## src/bpca_pkg.sv

```systemverilog
package bpca_pkg;

  // bus clock: 100 MHz core clock divided to about 10 MHz
  localparam int unsigned CORE_PERIOD_NS = 10;
  localparam int unsigned BUS_CLK_PERIOD_NS = 100;
  localparam int unsigned BUS_CLK_HALF_CYC =
      (BUS_CLK_PERIOD_NS / 2 + CORE_PERIOD_NS - 1) / CORE_PERIOD_NS;
  localparam int unsigned DIV_W = 4;
  localparam logic [DIV_W-1:0] DIV_HALF_LAST = DIV_W'(BUS_CLK_HALF_CYC - 1);
  localparam logic [DIV_W-1:0] DIV_RESET = 4'h0;

  // constant clock runs at the same rate as the bus clock here
  localparam logic SYNC_RESET = 1'b1;

  typedef enum logic [2:0] {
    ST_IDLE  = 3'b001,
    ST_WAIT  = 3'b010,
    ST_OWNER = 3'b100
  } bpca_state_type;

endpackage

```

## src/bpca_sync_if.sv

```systemverilog
`timescale 1ns/10ps
interface bpca_sync_if;
  logic raw;
  logic synced;
  modport src (output raw, input synced);
  modport snk (input raw, output synced);
endinterface

```

## src/bpca_sync.sv

```systemverilog
`timescale 1ns/10ps
// two flip-flop synchroniser for one pin level
module bpca_sync (
  input  wire logic   core_clk_i,
  input  wire logic   resetn_i,
  bpca_sync_if.snk    sig
);
  logic meta_ff;
  logic sync_ff;
  logic nxt_meta;
  logic nxt_sync;

  always_comb begin
    nxt_meta = sig.raw;
    nxt_sync = meta_ff;
  end

  always_ff @(posedge core_clk_i or negedge resetn_i) begin
    if (!resetn_i) begin
      meta_ff <= bpca_pkg::SYNC_RESET;
      sync_ff <= bpca_pkg::SYNC_RESET;
    end else begin
      meta_ff <= nxt_meta;
      sync_ff <= nxt_sync;
    end
  end

  assign sig.synced = sync_ff;
endmodule

```

## src/bpca_arbiter.sv

```systemverilog
`timescale 1ns/10ps
// Overview of operation
// the board can both acquire the shared bus and release it again.
// a lone master has its priority input held low by the system, so it always holds the grant.
// only one master in the system drives the bus and constant clocks; the rest leave them off.
// a clock source enable lets this master stop driving both bus clocks.
// in the serial chain only the top slot grounds its priority input; lower slots chain.
// a master that holds priority and wants the bus drives its priority output high.
// a master finished with the bus drives its priority output low to pass the chance down.
// a master given priority that does not want the bus drives its priority output low.
// the serial chain holds no more than three masters.
// in parallel mode external logic grants one of up to sixteen masters via priority input.
// the external encoder ranks input 7 highest and input 0 lowest.
// in parallel mode every master disables its priority output; here a jumper input does it.
// bus commands start only while priority input is asserted and stay until release.
module bpca_arbiter (
  input  wire logic core_clk_i,
  input  wire logic resetn_i,
  input  wire logic priority_in_n_i,
  input  wire logic bus_req_i,
  input  wire logic bus_done_i,
  input  wire logic prio_out_en_i,
  input  wire logic clk_src_en_i,
  output logic      priority_out_n_o,
  output logic      priority_out_n_oe_o,
  output logic      bus_clk_n_o,
  output logic      bus_clk_n_oe_o,
  output logic      constant_clock_n_o,
  output logic      constant_clock_n_oe_o,
  output logic      bus_owned_o,
  output logic      cmd_enable_o
);

  bpca_sync_if prio_sig ();
  bpca_sync_if oe_sig ();
  bpca_sync_if clk_sig ();

  assign prio_sig.raw = priority_in_n_i;
  assign oe_sig.raw   = prio_out_en_i;
  assign clk_sig.raw  = clk_src_en_i;

  bpca_sync u_sync_prio (
    .core_clk_i (core_clk_i),
    .resetn_i   (resetn_i),
    .sig        (prio_sig.snk)
  );
  bpca_sync u_sync_oe (
    .core_clk_i (core_clk_i),
    .resetn_i   (resetn_i),
    .sig        (oe_sig.snk)
  );
  bpca_sync u_sync_clk (
    .core_clk_i (core_clk_i),
    .resetn_i   (resetn_i),
    .sig        (clk_sig.snk)
  );

  logic prio_granted;
  assign prio_granted = !prio_sig.synced;

  bpca_pkg::bpca_state_type state_ff;
  bpca_pkg::bpca_state_type nxt_state;
  logic                     prio_hi_ff;
  logic                     nxt_prio_hi;
  logic                     prio_oe_ff;
  logic                     nxt_prio_oe;
  logic                     owned_ff;
  logic                     nxt_owned;
  logic                     cmd_en_ff;
  logic                     nxt_cmd_en;

  // acquire / hold / release sequence
  always_comb begin
    nxt_state = state_ff;
    case (state_ff)
      bpca_pkg::ST_IDLE: begin
        if (bus_req_i) begin
          nxt_state = bpca_pkg::ST_WAIT;
        end
      end
      bpca_pkg::ST_WAIT: begin
        if (!bus_req_i) begin
          nxt_state = bpca_pkg::ST_IDLE;
        end else if (prio_granted) begin
          nxt_state = bpca_pkg::ST_OWNER;
        end
      end
      bpca_pkg::ST_OWNER: begin
        if (bus_done_i) begin
          nxt_state = bpca_pkg::ST_IDLE;
        end
      end
      default: begin
        nxt_state = bpca_pkg::ST_IDLE;
      end
    endcase
  end

  always_ff @(posedge core_clk_i or negedge resetn_i) begin
    if (!resetn_i) begin
      state_ff <= bpca_pkg::ST_IDLE;
    end else begin
      state_ff <= nxt_state;
    end
  end

  // ownership and command enable follow the next state
  always_comb begin
    nxt_owned  = (nxt_state == bpca_pkg::ST_OWNER);
    nxt_cmd_en = (nxt_state == bpca_pkg::ST_OWNER);
  end

  always_ff @(posedge core_clk_i or negedge resetn_i) begin
    if (!resetn_i) begin
      owned_ff  <= 1'b0;
      cmd_en_ff <= 1'b0;
    end else begin
      owned_ff  <= nxt_owned;
      cmd_en_ff <= nxt_cmd_en;
    end
  end

  // high while wanting the bus with priority or owning it, low otherwise
  always_comb begin
    nxt_prio_hi = (nxt_state == bpca_pkg::ST_OWNER) ||
                  ((nxt_state == bpca_pkg::ST_WAIT) && prio_granted);
  end

  always_ff @(posedge core_clk_i or negedge resetn_i) begin
    if (!resetn_i) begin
      prio_hi_ff <= 1'b0;
    end else begin
      prio_hi_ff <= nxt_prio_hi;
    end
  end

  // jumper out turns the priority output off
  always_comb begin
    nxt_prio_oe = oe_sig.synced;
  end

  always_ff @(posedge core_clk_i or negedge resetn_i) begin
    if (!resetn_i) begin
      prio_oe_ff <= 1'b0;
    end else begin
      prio_oe_ff <= nxt_prio_oe;
    end
  end

  // bus and constant clock source
  logic [bpca_pkg::DIV_W-1:0] div_ff;
  logic [bpca_pkg::DIV_W-1:0] nxt_div;
  logic                       bclk_ff;
  logic                       nxt_bclk;
  logic                       clk_oe_ff;
  logic                       nxt_clk_oe;
  logic                       constant_clock_n_ff;
  logic                       nxt_constant_clock_n;
  logic                       constant_clock_n_oe_ff;
  logic                       nxt_constant_clock_n_oe;

  always_comb begin
    nxt_div  = div_ff + 4'h1;
    nxt_bclk = bclk_ff;
    if (div_ff == bpca_pkg::DIV_HALF_LAST) begin
      nxt_div  = bpca_pkg::DIV_RESET;
      nxt_bclk = !bclk_ff;
    end
  end

  always_ff @(posedge core_clk_i or negedge resetn_i) begin
    if (!resetn_i) begin
      div_ff  <= bpca_pkg::DIV_RESET;
      bclk_ff <= 1'b1;
    end else begin
      div_ff  <= nxt_div;
      bclk_ff <= nxt_bclk;
    end
  end

  // bus clock drive enable
  always_comb begin
    nxt_clk_oe = clk_sig.synced;
  end

  always_ff @(posedge core_clk_i or negedge resetn_i) begin
    if (!resetn_i) begin
      clk_oe_ff <= 1'b0;
    end else begin
      clk_oe_ff <= nxt_clk_oe;
    end
  end

  // constant clock runs in step with the bus clock
  always_comb begin
    nxt_constant_clock_n = nxt_bclk;
  end

  always_ff @(posedge core_clk_i or negedge resetn_i) begin
    if (!resetn_i) begin
      constant_clock_n_ff <= 1'b1;
    end else begin
      constant_clock_n_ff <= nxt_constant_clock_n;
    end
  end

  // constant clock drive enable, same jumper as the bus clock
  always_comb begin
    nxt_constant_clock_n_oe = clk_sig.synced;
  end

  always_ff @(posedge core_clk_i or negedge resetn_i) begin
    if (!resetn_i) begin
      constant_clock_n_oe_ff <= 1'b0;
    end else begin
      constant_clock_n_oe_ff <= nxt_constant_clock_n_oe;
    end
  end

  assign priority_out_n_o      = prio_hi_ff;
  assign priority_out_n_oe_o   = prio_oe_ff;
  assign bus_clk_n_o           = bclk_ff;
  assign bus_clk_n_oe_o        = clk_oe_ff;
  assign constant_clock_n_o    = constant_clock_n_ff;
  assign constant_clock_n_oe_o = constant_clock_n_oe_ff;
  assign bus_owned_o           = owned_ff;
  assign cmd_enable_o          = cmd_en_ff;

endmodule

```

## config.mk

```make
export PLATFORM = sky130hd
export DESIGN_NAME = bpca_arbiter
export DESIGN_NICKNAME = d
export VERILOG_FILES = /design/src/bpca_pkg.sv /design/src/bpca_sync_if.sv /design/src/bpca_sync.sv /design/src/bpca_arbiter.sv
export SDC_FILE = /design/constraint.sdc
export NUM_CORES = 1
export LEC_CHECK = 0
export BUFFER_PORTS_ARGS = -buffer_cell sky130_fd_sc_hd__clkbuf_2
export CORE_MARGIN = 2
export CORE_UTILIZATION = 35
export CTS_CLUSTER_SIZE = 14
export DETAILED_ROUTE_END_ITERATION = 12
export HOLD_SLACK_MARGIN = 0.15
export PLACE_DENSITY = 0.66
export SYNTH_ARGS = -nofsm -noshare
export SYNTH_HDL_FRONTEND = slang
export SYNTH_SLANG_ARGS = --single-unit
```

## constraint.sdc

```tcl
create_clock -name core_clk_i -period 1.1 [get_ports core_clk_i]
set_input_delay 0.165 -clock core_clk_i [delete_from_list [all_inputs] [get_ports core_clk_i]]
set_output_delay 0.165 -clock core_clk_i [all_outputs]
set_load 0.02 [all_outputs]
```

Word level (Yosys, flattened, before mapping)

Index checks and enable logic that the tools add are counted.

Add/subtract/negate cells: 1
Multiplexer cells: 6
Reductions and logical operators: 4
Eq/ne operators: 6

Operators by type and width:

| operator                                                               | count |
|---|---|
| 3-bit 2-to-1 mux                                                       | 4 |
| 3-bit one-hot mux with 3 select lines                                  | 1 |
| 3-bit by 2-bit equality test with 1-bit output (second input constant) | 2 |
| 3-bit equality test (second input constant)                            | 2 |
| 4-bit by 1-bit adder with 4-bit output (second input constant)         | 1 |
| 4-bit by 3-bit equality test with 1-bit output (second input constant) | 1 |
| 4-bit 2-to-1 mux                                                       | 1 |
| 3-bit by 1-bit equality test with 1-bit output (second input constant) | 1 |
| 1-bit zero test                                                        | 2 |
| 1-bit logical AND                                                      | 1 |
| 1-bit logical OR                                                       | 1 |

Bits in registers: 18
Output and inout port bits: 8

Logic depth before layout (Yosys ltp)

Gate-level depths: netlist of run 1.

Depth in word-level cells: 6
Gate-level depth with buffers: 4

Modules after synthesis

A second synthesis of run 1 with hierarchy kept.

Cell total of the unflattened synthesis: 49
Area total of the unflattened synthesis: 676.9 um2

Modules (own cells, without submodules):

| module       | times used | cells an instance | area each (um2) |
|---|---|---|---|
| bpca_arbiter | 1          | 43                | 519.2 |
| bpca_sync    | 3          | 2                 | 52.6 |

Least setup slack after synthesis of run 1

Ideal clock, no wire load.

Kind: register to register
From: reg div_ff[0] (netlist bit)
To: reg div_ff[3] (netlist bit)
Setup slack: 99 ps
Required time: 975 ps
Cell stages (with the launch flop): 5
Clock period less this slack: 1,001 ps
Buffers on the path: 0
Arrival time: 877 ps
Cells stage by stage: dfrtp_1 > inv_1 > ha_1 > nor2_1 > mux2_2

Longest elaborated chain between the ends: 2

Ends and longest elaborated chain:

| what                                                                                                            | line                                     | RTL |
|---|---|---|
| start: declaration                                                                                              | bpca_arbiter.sv:151                      | `logic [bpca_pkg::DIV_W-1:0] div_ff;` |
| start signal: assignment                                                                                        | bpca_arbiter.sv:173                      | `div_ff <= bpca_pkg::DIV_RESET;` |
| start signal: assignment                                                                                        | bpca_arbiter.sv:176                      | `div_ff <= nxt_div;` |
| 4-bit by 1-bit adder with 4-bit output / 4-bit by 3-bit equality test with 1-bit output (equally long branches) | bpca_arbiter.sv:163, bpca_arbiter.sv:165 |  |
| 4-bit 2-to-1 mux *                                                                                              | bpca_arbiter.sv:165                      | `if (div_ff == bpca_pkg::DIV_HALF_LAST) begin` |
| named net nxt_div (one bit)                                                                                     | bpca_arbiter.sv:152                      | `logic [bpca_pkg::DIV_W-1:0] nxt_div;` |

The timed path passes the listed nets; every way through them passes the cells marked *.
A chain may end at the register's enable or synchronous reset.

==> results of run 1 <==
registers in the layout, indices dropped and copies added, names as in the netlist:
register / count
cmd_enable_o: 1
state_ff: 3
div_ff: 4
u_sync_oe.sig.synced: 1
constant_clock_n_oe_o: 1
u_sync_oe.meta_ff: 1
u_sync_prio.sig.synced: 1
u_sync_clk.meta_ff: 1
constant_clock_n_o: 1
priority_out_n_o: 1
u_sync_prio.meta_ff: 1
priority_out_n_oe_o: 1
u_sync_clk.sig.synced: 1
routing by layer:
metal | part of all wire (%) | vias up | routed length, um
li1 | - | 205 | -
met2 | 50 | 20 | 497
met1 | 41 | 208 | 410
met5 | 0 | - | 0
met3 | 6.4 | 4 | 64
met4 | 2.6 | 0 | 26
layout make-up:
type / count / share of cell area [%]
clock buffer: 4 / 4.02
timing repair buffer: 20 / 16.3
tap: 25 / 3.46
sequential: 18 / 51.1
multi-input combinational: 24 / 23.4
inverter: 4 / 1.66
Yosys cell counts:
cell type / instances / area (um2)
dfrtp_1: 10 / 250
dfstp_2: 8 / 210
a21oi_1: 4 / 20.0
inv_1: 4 / 15.0
nand2b_1: 4 / 25.0
buf_4: 3 / 22.5
ha_1: 2 / 25.0
nand3b_1: 2 / 15.0
a31oi_1: 1 / 6.26
a41o_1: 1 / 10.0
mux2_2: 1 / 11.3
nand3_1: 1 / 5.00
nand4bb_1: 1 / 11.3
nor2_1: 1 / 3.75
nor2b_1: 1 / 6.26
nor4b_1: 1 / 8.76
o21ai_0: 1 / 5.00
or3b_1: 1 / 8.76
xnor2_1: 1 / 8.76
xor2_1: 1 / 8.76
cells by family (layout without fill, tap and decap cells):
logic type                 Yosys count  count (layout)
buffers and inverters                7              28
and+or+nand+nor                     12              12
muxes                                1               1
adders and majority gates            2               2
AOI/OAI and AO/OA                    7               7
DFF                                 18              18
xor gates and xnor gates             2               2
worst max path at each step:
stage          slack [ps]                  to          startpoint  cells past startpoint
6_report              -60         bus_clk_n_o  constant_clock_n_o                      1
5_1_grt              -100  constant_clock_n_o  constant_clock_n_o                      1
4_1_cts               -80  constant_clock_n_o  constant_clock_n_o                      1
3_5_place_dp           30           div_ff[3]           div_ff[0]                      4
3_3_place_gp           60           div_ff[3]           div_ff[0]                      4
2_1_floorplan         100           div_ff[3]           div_ff[0]                      4
what timing repair did:
item,in CTS,in global routing
setup endpoints to repair,2,6
resized for setup,4,11
hold buffers,5,0
setup buffers,1,0
pin swaps,0,1
hold endpoints to repair,23,0
metrics by stage:
| stage | utilization [%] | setup WS [ps] |
|---|---|---|
| finish | 51.2 | -59.2 |
| global route | 51.2 | -99.7 |
| CTS | 49.1 | -82.7 |
| detailed placement | 42.8 | 32.0 |
| global placement | 42.8 | 59.7 |
| floorplan | - | 98.6 |
worst register-to-register path, cell delays in order (launching register included):
cell	delay [ps]
dfrtp_2	470
or3b_1	380
a21oi_1	140
power by group through the flow:
stage	registers, W	clock network (W)	logic [W]
6_report	0.000795	0.000389	0.000157
5_1_grt	0.000804	0.000448	0.000176
3_3_place_gp	0.000787	0	0.000134
2_1_floorplan	0.000797	0	0.0000749
4_1_cts	0.000777	0.000417	0.000150
3_5_place_dp	0.000789	0	0.000135
==> results by group, run 1 <==
Worst hold path
  • Worst hold path type: primary input to flop
  • Hold Startpoint: bus_done_i
  • WHS Path Cells: 3
  • Hold Path End: state_ff[2]

Critical path
  • Startpoint types: flop
  • Setup slack, reg-to-reg: 40 ps
  • Crit end category: primary output
  • Crit Reg-Reg Endpoint: cmd_enable_o
  • Required time at the worst-slack endpoint: 940 ps
  • Worst r2r src: state_ff[1]
  • Critical-path cell list: buf_8
  • Slowest cell on crit path: dfstp_2
  • Arr. time, crit path: 990 ps
  • Crit-path max FO: 3
  • WP buf/inv: 1
  • Crit path max-delay family: flip-flops
  • CP Class: flop to primary output
  • Slowest Stage Delay on Critical Path: 590 ps
  • Reg2reg path depth: 2

Synthesis
  • Post-synthesis mux area share: 1.66%
  • #FFs+latches synth: 18
  • Main combinational cell family by area after synthesis: simple AND/OR/NAND/NOR gates
  • Synthesized netlist cell count: 49
  • Syn_nets: 58
  • Post-synthesis compound-gate area fraction: 6.10%
  • XOR/XNOR share of the synthesized area: 2.59%
  • Post-Syn Area per Cell: 13.8 um2
  • Sequential share of the synthesized area: 68.0%
  • Yosys warns: 0
  • Post-Syn Area: 677 um2
  • Adder-cell share of the synthesized area: 3.70%
  • Count of cell types in the netlist: 20
  • Post-Synth Simple-Gate Area: 12.4%

Die
  • Die ar.: 0.00230 mm2
  • Die Ht: 48.0 um
  • Core Box Area: 0.00176 mm2
  • DIE WIDTH: 48.0 um
  • Top-level port count: 15
  • Starting Density: 38.4%
  • Site Rows: 15

Run status
  • Status: complete, but fails checks
  • Failing checks: negative setup slack

STA
  • Clock Skew: 7.68 ps
  • Slew HR: 71.7%
  • Worst-Margin Slew: 424 ps
  • Max Fclk: 863 MHz
  • Min cycle time layout: 1160 ps
  • RSZ-0062 raised after global routing: true
  • Period utilization: 105%
  • Final setup margin: -59.2 ps
  • Hold Fails Final Rpt: 0
  • WHS: 193 ps
  • Setup_tns: -118 ps
  • Final Max Slew Viols: 0
  • Final setup viols: 2

Pwr
  • Power Dens Cells: 1490 mW/mm2
  • Clock power frac: 29.0%
  • Pwr Total: 0.00134 W
  • Seq pwr share: 59.3%
  • Gate power share: 11.7%
  • Lkg Pwr: 0.416 nW
  • Internal: 0.00101 W
  • Sw Share: 24.4%
  • Maximum VDD drop: 0.778 mV
  • P_sw: 0.000328 W

Global routing
  • Grt met1 use: 9.69%
  • Total track usage: 10.2%
  • Met3 Usage GRT: 6.79%
  • Vias in the first global route: 377
  • Most Crowded Layer GR: met2
  • Largest net degree at the start of global routing: 19
  • Initial antenna violation count: 0
  • Global-route wire length before repair: 1480 um
  • Total grt overflow: 0
  • M2 GR Usage: 17.1%

Route
  • Vias per cell: 4.60
  • DR WL/cell: 10.5 um
  • DR iter-0 viols: 2
  • Drt pass-1 iters: 4
  • Routed WL: 998 um
  • # DRC: 0
  • Routed Antenna Nets: 0
  • Vias: 437

Cells and area
  • Area grow syn2layout: 33.5%
  • Leading cell type in the layout, fill and taps excluded: clkbuf_2
  • FILL cells: 176
  • Layout Cells excl Fill: 95
  • Most frequent cells in the layout: clkbuf_2 (12), dfrtp_1 (9), dfstp_2 (8)
  • Flip-flop and latch area: 462 um2
  • # diodes: 0
  • Nets: 80
  • Multi-input logic area: 211 um2
  • Layout cells sized above 1: 50.0%
  • Finished Cell Area: 903 um2

Placement
  • RePlAce Congestion: 0.743
  • Dpl cell area: 756 um2
  • Port bufs: 14
  • Cells after DPL: 85

Flow run
  • Max_cap viols: 0

Clocking
  • Clock Tree Buf Depth: 2
  • CTS Sinks: 18
  • H-Tree Depth: 1
  • Total CTS buffers: 3
  • Clk Latency, worst-skew pair: 290 ps
  • CTS tree: yes
  • Clock root buffer: clkbuf_4
  • Clock transition at path regs: 100 ps
Note: power is estimated with default switching activity, not from simulation.
==> inputs of run 2 (changes only) <==
Settings changed: ABC_AREA set to 1, CORE_ASPECT_RATIO set to 1.5, CTS_CLUSTER_DIAMETER set to 120.
==> results by group, run 2 <==
Critical path
  • WP buf/inv: 1 (unchanged)
  • CP Class: flop to primary output (unchanged)
  • Required time at the worst-slack endpoint: 940 ps (about the same)
  • Arr. time, crit path: 1010 ps (was 990 ps)
  • Critical-path cell list: buf_8 (unchanged)
  • Crit end category: primary output (unchanged)
  • Startpoint types: flop (unchanged)
  • Crit path max-delay family: flip-flops (unchanged)
  • Slowest cell on crit path: dfstp_2 (unchanged)
  • Slowest Stage Delay on Critical Path: 590 ps (about the same)
  • Crit-path max FO: 3 (unchanged)

Cells and area
  • Most frequent cells in the layout: clkbuf_2 (12), dfrtp_1 (10), dfstp_2 (8) (was clkbuf_2 (12), dfrtp_1 (9), dfstp_2 (8))
  • Area grow syn2layout: 28.9% (was 33.5%)
  • Top Registers: div_ff x4, state_ff x3 (unchanged)
  • # diodes: 0 (unchanged)
  • Most flops, register: div_ff (unchanged)
  • Layout cells sized above 1: 37.5% (was 50.0%)
  • Leading cell type in the layout, fill and taps excluded: clkbuf_2 (unchanged)
  • FILL cells: 167 (was 176)
  • Max reg flops: 4 (unchanged)
  • Layout Cells excl Fill: 101 (was 95)
  • Final Util: 48.1% (was 51.2%)
  • Nets: 90 (was 80)

Die
  • DIE WIDTH: 40.1 um (was 48.0 um)
  • Top-level port count: 15 (unchanged)
  • Starting Density: 37.3% (was 38.4%)
  • Die ar.: 0.00233 mm2 (was 0.00230 mm2)
  • Site Rows: 19 (was 15)
  • Die Ht: 58.1 um (was 48.0 um)
  • Core Box Area: 0.00183 mm2 (was 0.00176 mm2)

Synthesis
  • Post-Syn Area: 683 um2 (was 677 um2)
  • Most numerous cell in the Yosys netlist: dfrtp_1 (unchanged)
  • Syn_nets: 67 (was 58)
  • Synthesized netlist cell count: 58 (was 49)
  • Yosys top cell area share: 36.6% (was 37.0%)
  • Post-synth top cells: dfrtp_1 (10), dfstp_2 (8), inv_1 (7), nand2_1 (7) (was dfrtp_1 (10), dfstp_2 (8), a21oi_1 (4), inv_1 (4), nand2b_1 (4))
  • Number of synthesized flops with an enable pin: 0 (unchanged)
  • Yosys warns: 0 (unchanged)
  • Sequential share of the synthesized area: 67.4% (was 68.0%)
  • Count of cell types in the netlist: 16 (was 20)
  • Post-Syn Area per Cell: 11.8 um2 (was 13.8 um2)
  • Area leader, netlist: dfrtp_1 (unchanged)
  • Ys async rst share: 100% (unchanged)
  • #FFs+latches synth: 18 (unchanged)
  • Post-synth top flop: dfrtp_1 (unchanged)
  • Ranking of synthesized cells by area: dfrtp_1 (37%), dfstp_2 (31%), nand3_1 (4.4%) (was dfrtp_1 (37%), dfstp_2 (31%), ha_1 (3.7%))

Global routing
  • Total track usage: 11.9% (was 10.2%)
  • Initial antenna violation count: 0 (unchanged)
  • Total grt overflow: 0 (unchanged)
  • Vias in the first global route: 417 (was 377)
  • Global-route wire length before repair: 1790 um (was 1480 um)
  • Largest net degree at the start of global routing: 19 (unchanged)

Clocking
  • Clock root buffer: clkbuf_4 (unchanged)
  • CTS tree: yes (unchanged)
  • CTS Sinks: 18 (unchanged)
  • Clock transition at path regs: 100 ps (about the same)
  • H-Tree Depth: 1 (unchanged)
  • Total CTS buffers: 3 (unchanged)
  • Clock Tree Buf Depth: 2 (unchanged)
  • Clk Latency, worst-skew pair: 290 ps (about the same)

Pwr
  • Maximum VDD drop: 0.857 mV (was 0.778 mV)
  • Gate power share: 18.0% (was 11.7%)
  • Pwr Total: 0.00147 W (was 0.00134 W)
  • Lkg Pwr: 0.442 nW (was 0.416 nW)
  • Power Dens Cells: 1670 mW/mm2 (was 1490 mW/mm2)
  • P_sw: 0.000409 W (was 0.000328 W)
  • Sw Share: 27.8% (was 24.4%)
  • Seq pwr share: 54.8% (was 59.3%)
  • Internal: 0.00106 W (was 0.00101 W)
  • Clock power frac: 27.3% (was 29.0%)

Flow run
  • Max_cap viols: 0 (unchanged)

Run status
  • Status: complete, but fails checks (unchanged)
  • Failing checks: negative setup slack (unchanged)

Placement
  • Pre-CTS setup slack: 104 ps (was 32.0 ps)
  • Cells after DPL: 90 (was 85)
  • RePlAce Congestion: 0.809 (was 0.743)
  • Port bufs: 14 (unchanged)
  • DPL Wire Length: 717 um

STA
  • Final Max Slew Viols: 0 (unchanged)
  • Slew HR: 72.1% (was 71.7%)
  • Max Fclk: 852 MHz (was 863 MHz)
  • Min cycle time layout: 1170 ps (was 1160 ps)
  • Period utilization: 107% (was 105%)
  • RSZ-0062 raised after global routing: true (unchanged)
  • Hold Fails Final Rpt: 0 (unchanged)
  • Worst-Margin Slew: 418 ps (was 424 ps)
  • Final setup margin: -73.3 ps (was -59.2 ps)
  • Final setup viols: 2 (unchanged)
  • Clock Skew: 8.20 ps (was 7.68 ps)

Route
  • Vias: 447 (was 437)
  • Routed Antenna Nets: 0 (unchanged)
  • DR WL/cell: 10.1 um (was 10.5 um)
  • Vias per cell: 4.43 (was 4.60)
  • DR iter-0 viols: 3 (was 2)
  • Drt pass-1 iters: 4 (unchanged)
  • Routed WL: 1020 um (was 998 um)
  • # DRC: 0 (unchanged)

Worst hold path
  • Worst hold path type: primary input to async pin (was primary input to flop)
==> run 2: cell types whose count changed after synthesis, moves of 3 or more <==
cell	before	now
a21oi_1	4	0
nand3_1	1	6
inv_1	4	7
nand2_1	0	7
nor2_1	1	6
nand2b_1	4	0
==> run 2: cell type report <==
| type | count | area (um2) | area share (%) |
|---|---|---|---|
| clock buffer | 4 | 36.3 | 4.12 |
| inverter | 7 | 26.3 | 2.98 |
| multi-input combinational | 30 | 174 | 19.7 |
| sequential | 18 | 460 | 52.3 |
| tap | 21 | 26.3 | 2.98 |
| timing repair buffer | 21 | 158 | 17.9 |
==> run 2: worst paths after layout <==
kind,startpoint,to,slack (ps),cells after the start
setup reg to reg,div_ff[0],div_ff[3],100,5
max in group asynchronous,resetn_i,u_sync_oe.sig.synced,440,2
min in group core_clk_i,u_sync_clk.meta_ff,u_sync_clk.sig.synced,360,0
setup / recovery,constant_clock_n_o,bus_clk_n_o,-70,1
hold reg to reg,u_sync_clk.meta_ff,u_sync_clk.sig.synced,360,0
hold / removal,resetn_i,div_ff[3],320,2
==> run 2: kinds of logic after synthesis <==
family,share of synthesized area (%)
AOI/OAI and AO/OA,0.732
DFF,67.4
buffers and inverters,7.14
xor gates and xnor gates,3.85
and+or+nand+nor,17.2
adders and majority gates,3.66
==> run 2: power groups by stage <==
| stage | clock (W) | combinational (W) | sequential (W) |
|---|---|---|---|
| 6_report | 0.000401 | 0.000264 | 0.000804 |
| 5_1_grt | 0.000449 | 0.000311 | 0.000813 |
| 4_1_cts | 0.000424 | 0.000268 | 0.000805 |
| 3_5_place_dp | 0 | 0.000251 | 0.000817 |
| 3_3_place_gp | 0 | 0.000245 | 0.000814 |
| 2_1_floorplan | 0 | 0.000163 | 0.000829 |
==> run 2: routing by layer <==
metal	vias to the layer above	GRT usage (%)	share of wire [%]	wire length, um
met3	2	2.30	3.8	39
met1	216	14.8	42	424
met4	0	11.8	1.4	14
met2	9	16.1	53	539
li1	220	-	-	-
met5	-	0	0	0
==> run 2: repair_timing <==
| item | 4_1_cts | 5_1_grt |
|---|---|---|
| setup endpoints to repair | 2 | 2 |
| buffers inserted | 1 | 0 |
| resized for setup | 4 | 2 |
| hold endpoints to repair | 25 | 0 |
| hold buffers | 6 | 0 |
==> run 2: per-stage QoR <==
stage	cell area [um2]	setup TNS (ps)	hold slack [ps]
after global routing	881	-216	366
after floorplan	683	0	-131
after global placement	757	0	117
after detailed placement	757	0	123
final	881	-145	322
after CTS	878	-187	321
==> inputs of run 3 (changes only) <==
Settings changed: SKIP_CTS_REPAIR_TIMING set to 1.
==> results by group, run 3 (synthesis results as in run 2) <==
Run status
  • Status: complete, but fails checks (unchanged)
  • Failing checks: negative setup slack (unchanged)

Pwr
  • Maximum VDD drop: 0.860 mV (was 0.857 mV)
  • Power Dens Cells: 1700 mW/mm2 (was 1670 mW/mm2)
  • Lkg Pwr: 0.434 nW (was 0.442 nW)
  • Pwr Total: 0.00147 W (about the same)

Cells and area
  • Most flops, register: div_ff (unchanged)
  • Top Registers: div_ff x4, state_ff x3 (unchanged)
  • # diodes: 0 (unchanged)
  • Leading cell type in the layout, fill and taps excluded: clkbuf_2 (unchanged)
  • Layout cells sized above 1: 38.0% (was 37.5%)
  • Nets: 89 (was 90)
  • Max reg flops: 4 (unchanged)
  • FILL cells: 166 (was 167)
  • Most frequent cells in the layout: clkbuf_2 (12), dfrtp_1 (10), dfstp_2 (8) (unchanged)
  • Area grow syn2layout: 26.4% (was 28.9%)
  • Layout Cells excl Fill: 100 (was 101)

STA
  • RSZ-0062 raised after global routing: true (unchanged)
  • Final setup viols: 2 (unchanged)
  • Max Fclk: 867 MHz (was 852 MHz)
  • Slew HR: 71.9% (was 72.1%)
  • Min cycle time layout: 1150 ps (was 1170 ps)
  • Clock Skew: 8.69 ps (was 8.20 ps)
  • Hold Fails Final Rpt: 0 (unchanged)
  • Period utilization: 105% (was 107%)
  • WHS: 147 ps (was 322 ps)
  • Final setup margin: -54.0 ps (was -73.3 ps)
  • Worst-Margin Slew: 422 ps (was 418 ps)
  • Final Max Slew Viols: 0 (unchanged)

Die
  • Top-level port count: 15 (unchanged)
  • Die ar.: 0.00233 mm2 (unchanged)
  • Die Ht: 58.1 um (unchanged)
  • DIE WIDTH: 40.1 um (unchanged)
  • Starting Density: 37.3% (unchanged)
  • Core Box Area: 0.00183 mm2 (unchanged)
  • Site Rows: 19 (unchanged)

Route
  • Drt pass-1 iters: 4 (unchanged)
  • Vias per cell: 4.52 (was 4.43)
  • # DRC: 0 (unchanged)
  • DR iter-0 viols: 3 (unchanged)
  • Routed Antenna Nets: 0 (unchanged)
  • Routed WL: 1030 um (was 1020 um)
  • Vias: 452 (was 447)
  • DR WL/cell: 10.3 um (was 10.1 um)

Critical path
  • Critical-path cell list: buf_6 (was buf_8)
  • Startpoint types: flop (unchanged)
  • Crit path max-delay family: flip-flops (unchanged)
  • Crit end category: primary output (unchanged)
  • Arr. time, crit path: 990 ps (was 1010 ps)
  • Slowest cell on crit path: dfstp_2 (unchanged)
  • Crit-path max FO: 3 (unchanged)
  • Slowest Stage Delay on Critical Path: 570 ps (was 590 ps)
  • CP Class: flop to primary output (unchanged)
  • WP buf/inv: 1 (unchanged)
  • Required time at the worst-slack endpoint: 940 ps (about the same)

Clocking
  • H-Tree Depth: 1 (unchanged)
  • Clock transition at path regs: 100 ps (about the same)
  • Clock root buffer: clkbuf_4 (unchanged)
  • Clock Tree Buf Depth: 2 (unchanged)
  • CTS Sinks: 18 (unchanged)
  • Total CTS buffers: 3 (unchanged)
  • Clk Latency, worst-skew pair: 290 ps (about the same)
  • CTS tree: yes (unchanged)

Global routing
  • Total track usage: 11.5% (was 11.9%)
  • Initial antenna violation count: 0 (unchanged)
  • Largest net degree at the start of global routing: 19 (unchanged)
  • Global-route wire length before repair: 1710 um (was 1790 um)
  • Vias in the first global route: 388 (was 417)
  • Total grt overflow: 0 (unchanged)

Placement
  • RePlAce Congestion: 0.809 (unchanged)
  • DPL Wire Length: 717 um (unchanged)
  • Port bufs: 14 (unchanged)
  • Pre-CTS setup slack: 104 ps (unchanged)
  • Cells after DPL: 90 (unchanged)

Worst hold path
  • Worst hold path type: primary input to flop (was primary input to async pin)

Flow run
  • Max_cap viols: 0 (unchanged)
run 3: routing by layer:
layer  up-vias  share of wire (%)  track usage, %
li1        218                  -               -
met1       217                 39            14.3
met2        15                 54            15.0
met3         2                5.2            2.68
met4         0                1.4            11.8
met5         -                  0               0
run 3: final timing paths:
kind                               startpoint               endpoint  slack (ps)  cells past startpoint
max                        constant_clock_n_o     constant_clock_n_o         -50                      1
min in group asynchronous            resetn_i              div_ff[3]         320                      2
min                                 bus_req_i            state_ff[1]         150                      3
max reg2reg                         div_ff[0]              div_ff[3]         100                      5
max in group asynchronous            resetn_i   u_sync_oe.sig.synced         440                      2
min reg2reg                u_sync_clk.meta_ff  u_sync_clk.sig.synced         360                      0
run 3: where the power goes:
part | leakage [nW] | internal, W | switching [W]
Combinational | 0.201 | 0.000105 | 0.000161
Sequential | 0.212 | 0.000751 | 0.0000536
Clock | 0.0210 | 0.000202 | 0.000199
run 3: layout make-up:
cell class / count / area (um2) / area share, %
Clock buffer: 4 / 36.3 / 4.20
Inverter: 7 / 26.3 / 3.04
Timing Repair Buffer: 20 / 140 / 16.2
Multi-Input combinational cell: 30 / 174 / 20.1
Tap cell: 21 / 26.3 / 3.04
Sequential cell: 18 / 460 / 53.3
run 3: stage by stage:
stage	setup TNS (ps)	utilization (%)	cell area [um2]
6_report	-108	47.2	863
5_1_grt	-175	47.2	863
4_1_cts	-223	43.3	793
3_5_place_dp	0	41.4	757
3_3_place_gp	0	41.4	757
2_1_floorplan	0	-	683
run 3: worst min-delay path, stage by stage:
cell and delay (ps):
clkbuf_2 100, nand4_1 80, o21ai_0 70
